`src/hw/pwr_key_pkg.sv`:
```
/*
 * Shared constants and carrier types for the power key and reset request block.
 * Assumes a single 100 MHz clock and a synchronous active-low reset.
 */
package pwr_key_pkg;

    // key function encodings
    localparam logic [1:0] FUNC_PLAIN = 2'h0;
    localparam logic [1:0] FUNC_LOCK = 2'h1;
    localparam logic [1:0] FUNC_OFF = 2'h2;
    localparam logic [1:0] FUNC_STANDBY = 2'h3;

    // debounce time selections in microseconds, picked by a 2-bit field
    localparam int DEB_US_0 = 0;
    localparam int DEB_US_1 = 100;
    localparam int DEB_US_2 = 1000;
    localparam int DEB_US_3 = 10000;
    localparam int CLK_MHZ = 100;
    localparam int DEB_CYC_1 = DEB_US_1 * CLK_MHZ;
    localparam int DEB_CYC_2 = DEB_US_2 * CLK_MHZ;
    localparam int DEB_CYC_3 = DEB_US_3 * CLK_MHZ;
    localparam int DEB_W = 20;

    // long-press delay: 4-bit field, each step is one period in milliseconds
    localparam int KEY_STEP_MS = 1;
    localparam int KEY_STEP_CYC = KEY_STEP_MS * 1000 * CLK_MHZ;
    localparam int KEY_STEP_W = 17;

    // reset-request delay before the sequencer is told to go to reset
    localparam int RST_SEQ_US = 100;
    localparam int RST_FAST_US = 10;
    localparam int RST_SEQ_CYC = RST_SEQ_US * CLK_MHZ;
    localparam int RST_FAST_CYC = RST_FAST_US * CLK_MHZ;
    localparam int RST_W = 14;

    // reset values
    localparam logic RUN_RST = 1'b1;
    localparam logic STANDBY_RST = 1'b0;

    // configuration from software
    typedef struct packed {
        logic [1:0] debounce_sel;
        logic [1:0] key_function_field;
        logic [3:0] long_press_steps;
        logic power_key_event_mask;
        logic fast_shutdown_sel;
    } key_cfg_s;

    // one-cycle software clear/set strobes
    typedef struct packed {
        logic clr_key_event;
        logic clr_lock;
        logic clr_reset_fault;
        logic set_run;
        logic clr_run;
        logic set_standby;
        logic clr_standby;
    } key_cmd_s;

    // status visible to software
    typedef struct packed {
        logic power_key_level;
        logic power_key_event;
        logic long_press_lock_flag;
        logic reset_request_fault;
    } key_status_s;

endpackage

```
`src/hw/in_debounce.sv`:
```
/*
 * Synchroniser and debounce filter for one active-low pin.
 * Assumes an asynchronous pin and a shared debounce limit from the parent.
 */
`timescale 1ns/100ps
module in_debounce (
    input wire logic ref_clk_i,
    input wire logic rst_n_i,
    input wire logic clk_en_i,
    input wire logic pin_i,
    input wire logic [pwr_key_pkg::DEB_W-1:0] limit_i,
    output logic level_o
);
    logic s1_q;
    logic s2_q;
    logic s3_q;
    logic level_q;
    logic [pwr_key_pkg::DEB_W-1:0] cnt_q;

    // three-stage sync; pins idle high so reset to one
    always_ff @(posedge ref_clk_i) begin
        if (!rst_n_i) begin
            s1_q <= 1'b1;
            s2_q <= 1'b1;
            s3_q <= 1'b1;
        end else if (clk_en_i) begin
            s1_q <= pin_i;
            s2_q <= s1_q;
            s3_q <= s2_q;
        end
    end

    // accept a new level only after it held for the limit; glitches restart
    always_ff @(posedge ref_clk_i) begin
        if (!rst_n_i) begin
            cnt_q <= '0;
            level_q <= 1'b1;
        end else if (clk_en_i) begin
            if (s2_q != s3_q || s3_q == level_q) begin
                cnt_q <= '0;
            end else if (cnt_q >= limit_i) begin
                level_q <= s3_q;
                cnt_q <= '0;
            end else begin
                cnt_q <= cnt_q + 1'b1;
            end
        end
    end

    assign level_o = level_q;
endmodule // in_debounce

```
`src/hw/press_timer.sv`:
```
/*
 * Long-press timer: counts step ticks while held, fires once per press.
 * Assumes a debounced active-high press level on the same clock.
 */
`timescale 1ns/100ps
module press_timer (
    input wire logic ref_clk_i,
    input wire logic rst_n_i,
    input wire logic clk_en_i,
    input wire logic pressed_i,
    input wire logic [3:0] steps_i,
    output logic fire_o,
    output logic long_o
);
    logic [pwr_key_pkg::KEY_STEP_W-1:0] tick_q;
    logic [3:0] steps_q;
    logic long_q;
    logic fire_q;
    logic step_done;

    assign step_done = (tick_q == pwr_key_pkg::KEY_STEP_W'(pwr_key_pkg::KEY_STEP_CYC - 1));

    // cleared on release so every press starts from zero
    always_ff @(posedge ref_clk_i) begin
        if (!rst_n_i) begin
            tick_q <= '0;
            steps_q <= '0;
            long_q <= 1'b0;
            fire_q <= 1'b0;
        end else if (clk_en_i) begin
            fire_q <= 1'b0;
            if (!pressed_i) begin
                tick_q <= '0;
                steps_q <= '0;
                long_q <= 1'b0;
            end else if (!long_q) begin
                if (steps_q >= steps_i) begin
                    long_q <= 1'b1; // latch stops a second fire
                    fire_q <= 1'b1;
                end else if (step_done) begin
                    tick_q <= '0;
                    steps_q <= steps_q + 1'b1;
                end else begin
                    tick_q <= tick_q + 1'b1;
                end
            end
        end
    end

    assign fire_o = fire_q;
    assign long_o = long_q;
endmodule // press_timer

```
`src/hw/power_key_and_reset_request.sv`:
```
/*
 * Power key and reset request control logic.
 * Assumes a power sequencer that acts on run/standby/reset requests and
 * reports power-down state; software drives config and one-cycle commands.
 */
`timescale 1ns/100ps
module power_key_and_reset_request (
    input wire logic ref_clk_i,
    input wire logic rst_n_i,
    input wire logic clk_en_i,
    input wire logic power_key_n_i,
    input wire logic host_reset_request_n_i,
    input wire logic power_down_state_i,
    input wire pwr_key_pkg::key_cfg_s cfg_i,
    input wire pwr_key_pkg::key_cmd_s cmd_i,
    output pwr_key_pkg::key_status_s status_o,
    output logic system_run_o,
    output logic standby_o,
    output logic wakeup_o,
    output logic reset_mode_req_o,
    output logic host_reset_n_o,
    output logic interrupt_out_n_o
);
    logic [pwr_key_pkg::DEB_W-1:0] deb_limit;
    logic key_lvl;
    logic req_lvl;
    logic key_prev_q;
    logic press;
    logic release_ev;
    logic fire;
    logic long_now;
    logic short_rel;
    logic key_event_q;
    logic lock_q;
    logic fault_q;
    logic run_q;
    logic standby_q;
    logic wake_q;
    logic irq_n_q;
    logic level_q;
    logic key_raise;

    typedef enum logic [1:0] {RST_IDLE, RST_WAIT, RST_HELD} rst_state_e;
    rst_state_e rst_state_q;
    logic [pwr_key_pkg::RST_W-1:0] rst_cnt_q;
    logic reset_req_q;
    logic host_rst_n_q;

    // one shared debounce time for all inputs
    always_comb begin
        case (cfg_i.debounce_sel)
            2'h0: deb_limit = pwr_key_pkg::DEB_W'(pwr_key_pkg::DEB_US_0);
            2'h1: deb_limit = pwr_key_pkg::DEB_W'(pwr_key_pkg::DEB_CYC_1);
            2'h2: deb_limit = pwr_key_pkg::DEB_W'(pwr_key_pkg::DEB_CYC_2);
            default: deb_limit = pwr_key_pkg::DEB_W'(pwr_key_pkg::DEB_CYC_3);
        endcase
    end

    in_debounce key_deb (
        .ref_clk_i(ref_clk_i),
        .rst_n_i(rst_n_i),
        .clk_en_i(clk_en_i),
        .pin_i(power_key_n_i),
        .limit_i(deb_limit),
        .level_o(key_lvl)
    );

    in_debounce req_deb (
        .ref_clk_i(ref_clk_i),
        .rst_n_i(rst_n_i),
        .clk_en_i(clk_en_i),
        .pin_i(host_reset_request_n_i),
        .limit_i(deb_limit),
        .level_o(req_lvl)
    );

    // edge detection on the debounced key, never gated by power mode
    always_ff @(posedge ref_clk_i) begin
        if (!rst_n_i) begin
            key_prev_q <= 1'b1;
            level_q <= 1'b0;
        end else if (clk_en_i) begin
            key_prev_q <= key_lvl;
            level_q <= ~key_lvl; // status shows pressed as one
        end
    end

    assign press = key_prev_q & ~key_lvl;
    assign release_ev = ~key_prev_q & key_lvl;

    press_timer key_tmr (
        .ref_clk_i(ref_clk_i),
        .rst_n_i(rst_n_i),
        .clk_en_i(clk_en_i),
        .pressed_i(~key_lvl),
        .steps_i(cfg_i.long_press_steps),
        .fire_o(fire),
        .long_o(long_now)
    );

    // short release: the timer had not fired for this press
    assign short_rel = release_ev & ~long_now;

    // event raise per function
    always_comb begin
        if (cfg_i.key_function_field == pwr_key_pkg::FUNC_PLAIN) begin
            key_raise = press;
        end else begin
            key_raise = short_rel | fire;
        end
    end

    // key event flag: sticky, set beats clear
    always_ff @(posedge ref_clk_i) begin
        if (!rst_n_i) begin
            key_event_q <= 1'b0;
        end else if (clk_en_i) begin
            if (key_raise) begin
                key_event_q <= 1'b1;
            end else if (cmd_i.clr_key_event) begin
                key_event_q <= 1'b0;
            end
        end
    end

    // long-press lock: any non-plain function sets it on timer fire
    always_ff @(posedge ref_clk_i) begin
        if (!rst_n_i) begin
            lock_q <= 1'b0;
        end else if (clk_en_i) begin
            if (fire && cfg_i.key_function_field != pwr_key_pkg::FUNC_PLAIN) begin
                lock_q <= 1'b1;
            end else if (cmd_i.clr_lock) begin
                lock_q <= 1'b0; // host clears before power-down
            end
        end
    end

    // run and standby requests; hardware actions win over software writes
    always_ff @(posedge ref_clk_i) begin
        if (!rst_n_i) begin
            run_q <= pwr_key_pkg::RUN_RST;
            standby_q <= pwr_key_pkg::STANDBY_RST;
        end else if (clk_en_i) begin
            if (fire && cfg_i.key_function_field == pwr_key_pkg::FUNC_OFF) begin
                run_q <= 1'b0;
                standby_q <= standby_q;
            end else if (fire && cfg_i.key_function_field == pwr_key_pkg::FUNC_STANDBY) begin
                run_q <= 1'b0;
                standby_q <= 1'b0;
            end else if (short_rel && cfg_i.key_function_field == pwr_key_pkg::FUNC_STANDBY) begin
                run_q <= 1'b0;
                standby_q <= 1'b1;
            end else begin
                if (cmd_i.set_run) begin
                    run_q <= 1'b1;
                end else if (cmd_i.clr_run) begin
                    run_q <= 1'b0;
                end
                if (cmd_i.set_standby) begin
                    standby_q <= 1'b1;
                end else if (cmd_i.clr_standby) begin
                    standby_q <= 1'b0;
                end
            end
        end
    end

    // wakeup pulse, only in power-down, suppressed by the mask
    always_ff @(posedge ref_clk_i) begin
        if (!rst_n_i) begin
            wake_q <= 1'b0;
        end else if (clk_en_i) begin
            wake_q <= 1'b0;
            if (power_down_state_i && !cfg_i.power_key_event_mask) begin
                if (lock_q) begin
                    wake_q <= fire; // only a long press wakes while locked
                end else begin
                    wake_q <= key_raise;
                end
            end
        end
    end

    // reset request: fault and host reset first, then ask the sequencer
    always_ff @(posedge ref_clk_i) begin
        if (!rst_n_i) begin
            rst_state_q <= RST_IDLE;
            rst_cnt_q <= '0;
            reset_req_q <= 1'b0;
            host_rst_n_q <= 1'b1;
        end else if (clk_en_i) begin
            case (rst_state_q)
                RST_IDLE: begin
                    reset_req_q <= 1'b0;
                    host_rst_n_q <= 1'b1;
                    if (!req_lvl) begin
                        host_rst_n_q <= 1'b0; // asserted before reset mode
                        rst_cnt_q <= cfg_i.fast_shutdown_sel ?
                            pwr_key_pkg::RST_W'(pwr_key_pkg::RST_FAST_CYC) :
                            pwr_key_pkg::RST_W'(pwr_key_pkg::RST_SEQ_CYC);
                        rst_state_q <= RST_WAIT;
                    end
                end
                RST_WAIT: begin
                    if (rst_cnt_q == '0) begin
                        reset_req_q <= 1'b1;
                        rst_state_q <= RST_HELD;
                    end else begin
                        rst_cnt_q <= rst_cnt_q - 1'b1;
                    end
                end
                RST_HELD: begin
                    // held until the request pin releases; RST_IDLE then drops the mode request and releases host reset
                    if (req_lvl) begin
                        rst_state_q <= RST_IDLE;
                    end
                end
                default: rst_state_q <= RST_IDLE;
            endcase
        end
    end

    // fault log bit: set on request entry, beats software clear
    always_ff @(posedge ref_clk_i) begin
        if (!rst_n_i) begin
            fault_q <= 1'b0;
        end else if (clk_en_i) begin
            if (rst_state_q == RST_IDLE && !req_lvl) begin
                fault_q <= 1'b1;
            end else if (cmd_i.clr_reset_fault) begin
                fault_q <= 1'b0;
            end
        end
    end

    // interrupt follows the pending unmasked key event, low active
    always_ff @(posedge ref_clk_i) begin
        if (!rst_n_i) begin
            irq_n_q <= 1'b1;
        end else if (clk_en_i) begin
            irq_n_q <= ~(key_event_q & ~cfg_i.power_key_event_mask);
        end
    end

    assign status_o.power_key_level = level_q;
    assign status_o.power_key_event = key_event_q;
    assign status_o.long_press_lock_flag = lock_q;
    assign status_o.reset_request_fault = fault_q;
    assign system_run_o = run_q;
    assign standby_o = standby_q;
    assign wakeup_o = wake_q;
    assign reset_mode_req_o = reset_req_q;
    assign host_reset_n_o = host_rst_n_q;
    assign interrupt_out_n_o = irq_n_q;
endmodule // power_key_and_reset_request

```
`config.mk`:
```
export PLATFORM = sky130hd
export DESIGN_NAME = power_key_and_reset_request
export DESIGN_NICKNAME = d
export VERILOG_FILES = /design/src/hw/pwr_key_pkg.sv /design/src/hw/in_debounce.sv /design/src/hw/press_timer.sv /design/src/hw/power_key_and_reset_request.sv
export SDC_FILE = /design/constraint.sdc
export NUM_CORES = 1
export LEC_CHECK = 0
export ABC_AREA = 1
export BUFFER_PORTS_ARGS = -buffer_cell sky130_fd_sc_hd__buf_2
export CORE_UTILIZATION = 42
export CTS_BUF_LIST = sky130_fd_sc_hd__clkbuf_8
export CTS_CLUSTER_DIAMETER = 60
export DETAILED_ROUTE_END_ITERATION = 16
export PLACE_DENSITY = 0.68
export SLEW_MARGIN = 30
export SYNTH_ARGS = -nofsm -noshare
export SYNTH_HDL_FRONTEND = slang
export SYNTH_HIERARCHICAL = 1
export SYNTH_SLANG_ARGS = --single-unit
```
`constraint.sdc`:
```
create_clock -name ref_clk_i -period 2.5 [get_ports ref_clk_i]
set_clock_uncertainty 0.2 [all_clocks]
set_input_delay 0.25 -clock ref_clk_i [delete_from_list [all_inputs] [get_ports ref_clk_i]]
set_output_delay 0.25 -clock ref_clk_i [all_outputs]
set_load 0.05 [all_outputs]
```
==> flow_summary.json <==
{
  "die-area_um2": 18150,
  "ant_nets": 0,
  "finalMaxSlewViolations": 0,
  "routed_wl_um": 16710,
  "critPathLaunchType": "input port",
  "rsz0062_at_grt": "false",
  "synth_cells": 1153,
  "yosysTopAreaCell": "dfxtp_1",
  "clock-sinks": 98,
  "clk_pin_slew_ns": 0.10,
  "grt_pass1_vias": 6273,
  "finalSetupViolCount": 0,
  "ys_ff_latch": 98,
  "r2r_start": "key_deb/level_o$_SDFFE_PN1P_",
  "finalCritPeriodShare_pct": 88.37,
  "yosysWarnings": 6,
  "final_area_um2": 8115,
  "whs_endpoint": "lock_q$_SDFFE_PN0P_",
  "rr_endpoint": "standby_o$_SDFFE_PN0P_",
  "netlist_area_um2": 7397,
  "vias": 6997,
  "timing.reg2reg.setup_slack_ns": 0.37,
  "cap_violations": 0,
  "synth_top_area_share_pct": 26.52,
  "yosysSeqAreaShare_pct": 26.52,
  "synth_edf_count": 0,
  "first_iter_violations": 391,
  "grt_max_degree": 31,
  "fillerInstances": 1804,
  "clock_path_buffers": 2,
  "die_w_um": 134.7,
  "drt-vias-per-instance": 4.859,
  "cp_data_arrival_time_ns": 2.35,
  "power_density_nw_per_um2": 368.5,
  "cts_tree": "built",
  "clkLatencyLatePin_ns": 0.40,
  "fin_tns_setup_ns": 0,
  "antenna_found_initial": 0,
  "place_congestion": 0.8502,
  "p_leak_nw": 3.577,
  "hold_viol_final": 0,
  "yosysUniqueCellTypes": 44,
  "synth_common_cells": "nand2_1, inv_1, nor2_1",
  "cts_resized": 0,
  "numCtsBuffers": 9,
  "htreeDepth": 3,
  "status": "completed",
  "initial_core_util_pct": 42.92,
  "ios": 33,
  "area_growth_syn_to_layout_pct": 9.709,
  "vdd_drop_max_mv": 0.2522,
  "grt_overflow": 0,
  "final_cell_count_no_fill": 1440,
  "synth.area.top_cells": "dfxtp_1, nand2_1, ha_1",
  "dp_cells": 1412,
  "core_um2": 17240,
  "period_minus_slack_ns": 2.209,
  "dp_slack_ns": 0.004506,
  "synthFlopType": "dfxtp_1",
  "worstHoldStart": "cfg_i[6]",
  "port-buffer-count": 32,
  "hold_path_class": "in -> reg",
  "path_class": "in -> reg",
  "worst_ep_required_time_ns": 2.64,
  "async_flop_share_pct": 0,
  "die_h_um": 134.7,
  "holdPathStages": 5,
  "wl_per_cell_um": 11.60,
  "rows": 48,
  "nNetsFinal": 1286,
  "setup_ws_ns": 0.2907,
  "avgSynthCellArea_um2": 6.416,
  "antenna_cells": 0,
  "fmax_mhz": 452.6,
  "endpoint_kind": "register",
  "cts-root-buf": "clkbuf_8",
  "synth_most_common_cell": "nand2_1",
  "grt_pass1_wl_um": 28860,
  "firstDrtPassIters": 5,
  "hpwlAfterDp_um": 12570,
  "rr_worst_depth": 10,
  "path_max_fanout": 17,
  "drc": 0,
  "track_usage_pct": 19.40,
  "place_area_um2": 7811,
  "drive_above_1_share_pct": 14.16
}
state kept, by name (all words and copies together) (netlist names), 2 cells and up:
| register | flops |
|---|---|
| key_tmr/steps_q | 4 |
| key_tmr/tick_q | 17 |
| req_deb/cnt_q | 20 |
| rst_cnt_q | 14 |
| key_deb/cnt_q | 20 |
| rst_state_q | 2 |
power by group:
group	leakage, nW	switching [mW]	total, mW	internal, mW
registers	0.793	0.0240	1.61	1.59
logic	2.69	0.229	0.361	0.132
clock network	0.0969	0.637	1.02	0.384
layout by cell type (no fill, tap or decap), types with 2 or more instances in the layout:
| cell | synthesis | layout |
|---|---|---|
| nand2_1 | 310 | 310 |
| inv_1 | 139 | 139 |
| nor2_1 | 115 | 115 |
| dfxtp_1 | 98 | 98 |
| a21oi_1 | 88 | 88 |
| nand3_1 | 74 | 74 |
| ha_1 | 53 | 53 |
| nand4_1 | 45 | 45 |
| buf_2 | 5 | 32 |
| nor2_2 | 28 | 28 |
| buf_4 | 7 | 28 |
| o21ai_0 | 27 | 27 |
| inv_2 | 20 | 20 |
| nand2_2 | 19 | 19 |
| xor2_1 | 16 | 16 |
| nor3_1 | 14 | 14 |
| clkinv_1 | 12 | 12 |
| dlygate4sd3_1 | 0 | 12 |
| conb_1 | 1 | 12 |
| o21ai_1 | 9 | 9 |
| clkbuf_8 | 0 | 9 |
| nor2_4 | 8 | 8 |
| nand3b_1 | 7 | 7 |
| xnor2_1 | 5 | 5 |
| o21ai_2 | 4 | 4 |
| inv_6 | 0 | 4 |
| nand3_2 | 4 | 4 |
| or2_2 | 2 | 2 |
| nand3_4 | 2 | 2 |
| o211ai_1 | 2 | 2 |
| nand2_4 | 2 | 2 |
cell families after synthesis:
group / after synthesis / share of synthesized area [%]
other cells: 1 / 0.05070
compound gates: 137 / 9.980
fa+ha+maj: 53 / 8.965
flops: 98 / 26.52
buf+inv: 210 / 12.80
simple gates: 633 / 39.19
xor+xnor: 21 / 2.486
stage by stage:
step           util, %  hold slack, ns  power (mW)
2_1_floorplan        -          0.1341       1.904
3_3_place_gp     45.32          0.2446       1.985
3_5_place_dp     45.32          0.2500       1.991
4_1_cts          47.08         0.04062       3.026
5_1_grt          47.08         0.06517       3.137
6_report         47.08         0.05377       2.991
routing by layer:
layer / vias up / wire, um / global-route usage [%]
met1: 3124 / 8238 / 25.92
met5: - / 0 / 0
met3: 14 / 537 / 3.191
met2: 89 / 7751 / 32.50
li1: 3770 / - / -
met4: 0 / 180 / 4.557
area by class of cell:
| cell class | instances | area (um2) | share of cell area, % |
|---|---|---|---|
| Timing Repair Buffer | 73 | 510.5 | 6.290 |
| Clock inverter | 7 | 60.06 | 0.7401 |
| Inverter | 172 | 648.1 | 7.986 |
| Sequential cell | 98 | 1962 | 24.18 |
| Multi-Input combinational cell | 856 | 4529 | 55.81 |
| Clock buffer | 9 | 123.9 | 1.526 |
| Tap cell | 225 | 281.5 | 3.469 |
worst max path at each step:
stage	from	endpoint	cells past startpoint
2_1_floorplan	cfg_i[8]	key_deb/cnt_q[10]$_SDFFE_PN0P_	15
3_3_place_gp	cfg_i[8]	key_deb/cnt_q[17]$_SDFFE_PN0P_	14
5_1_grt	req_deb/cnt_q[18]$_SDFFE_PN0P_	req_deb/level_o$_SDFFE_PN1P_	13
4_1_cts	rst_n_i	standby_o$_SDFFE_PN0P_	7
6_report	rst_n_i	standby_o$_SDFFE_PN0P_	7
3_5_place_dp	cfg_i[8]	req_deb/level_o$_SDFFE_PN1P_	17
timing repair:
action / 4_1_cts / 5_1_grt
hold buffers: 12 / 0
hold endpoints to repair: 12 / 0
setup buffers: 0 / 0
critical path, cell delays in order:
cell and delay (ns):
dlygate4sd3_1 0.52, buf_2 0.34, buf_4 0.26, clkinv_1 0.08, buf_4 0.20, a21oi_1 0.12
dlygate4sd3_1 0.56
Power figures use the tool's default switching activity.
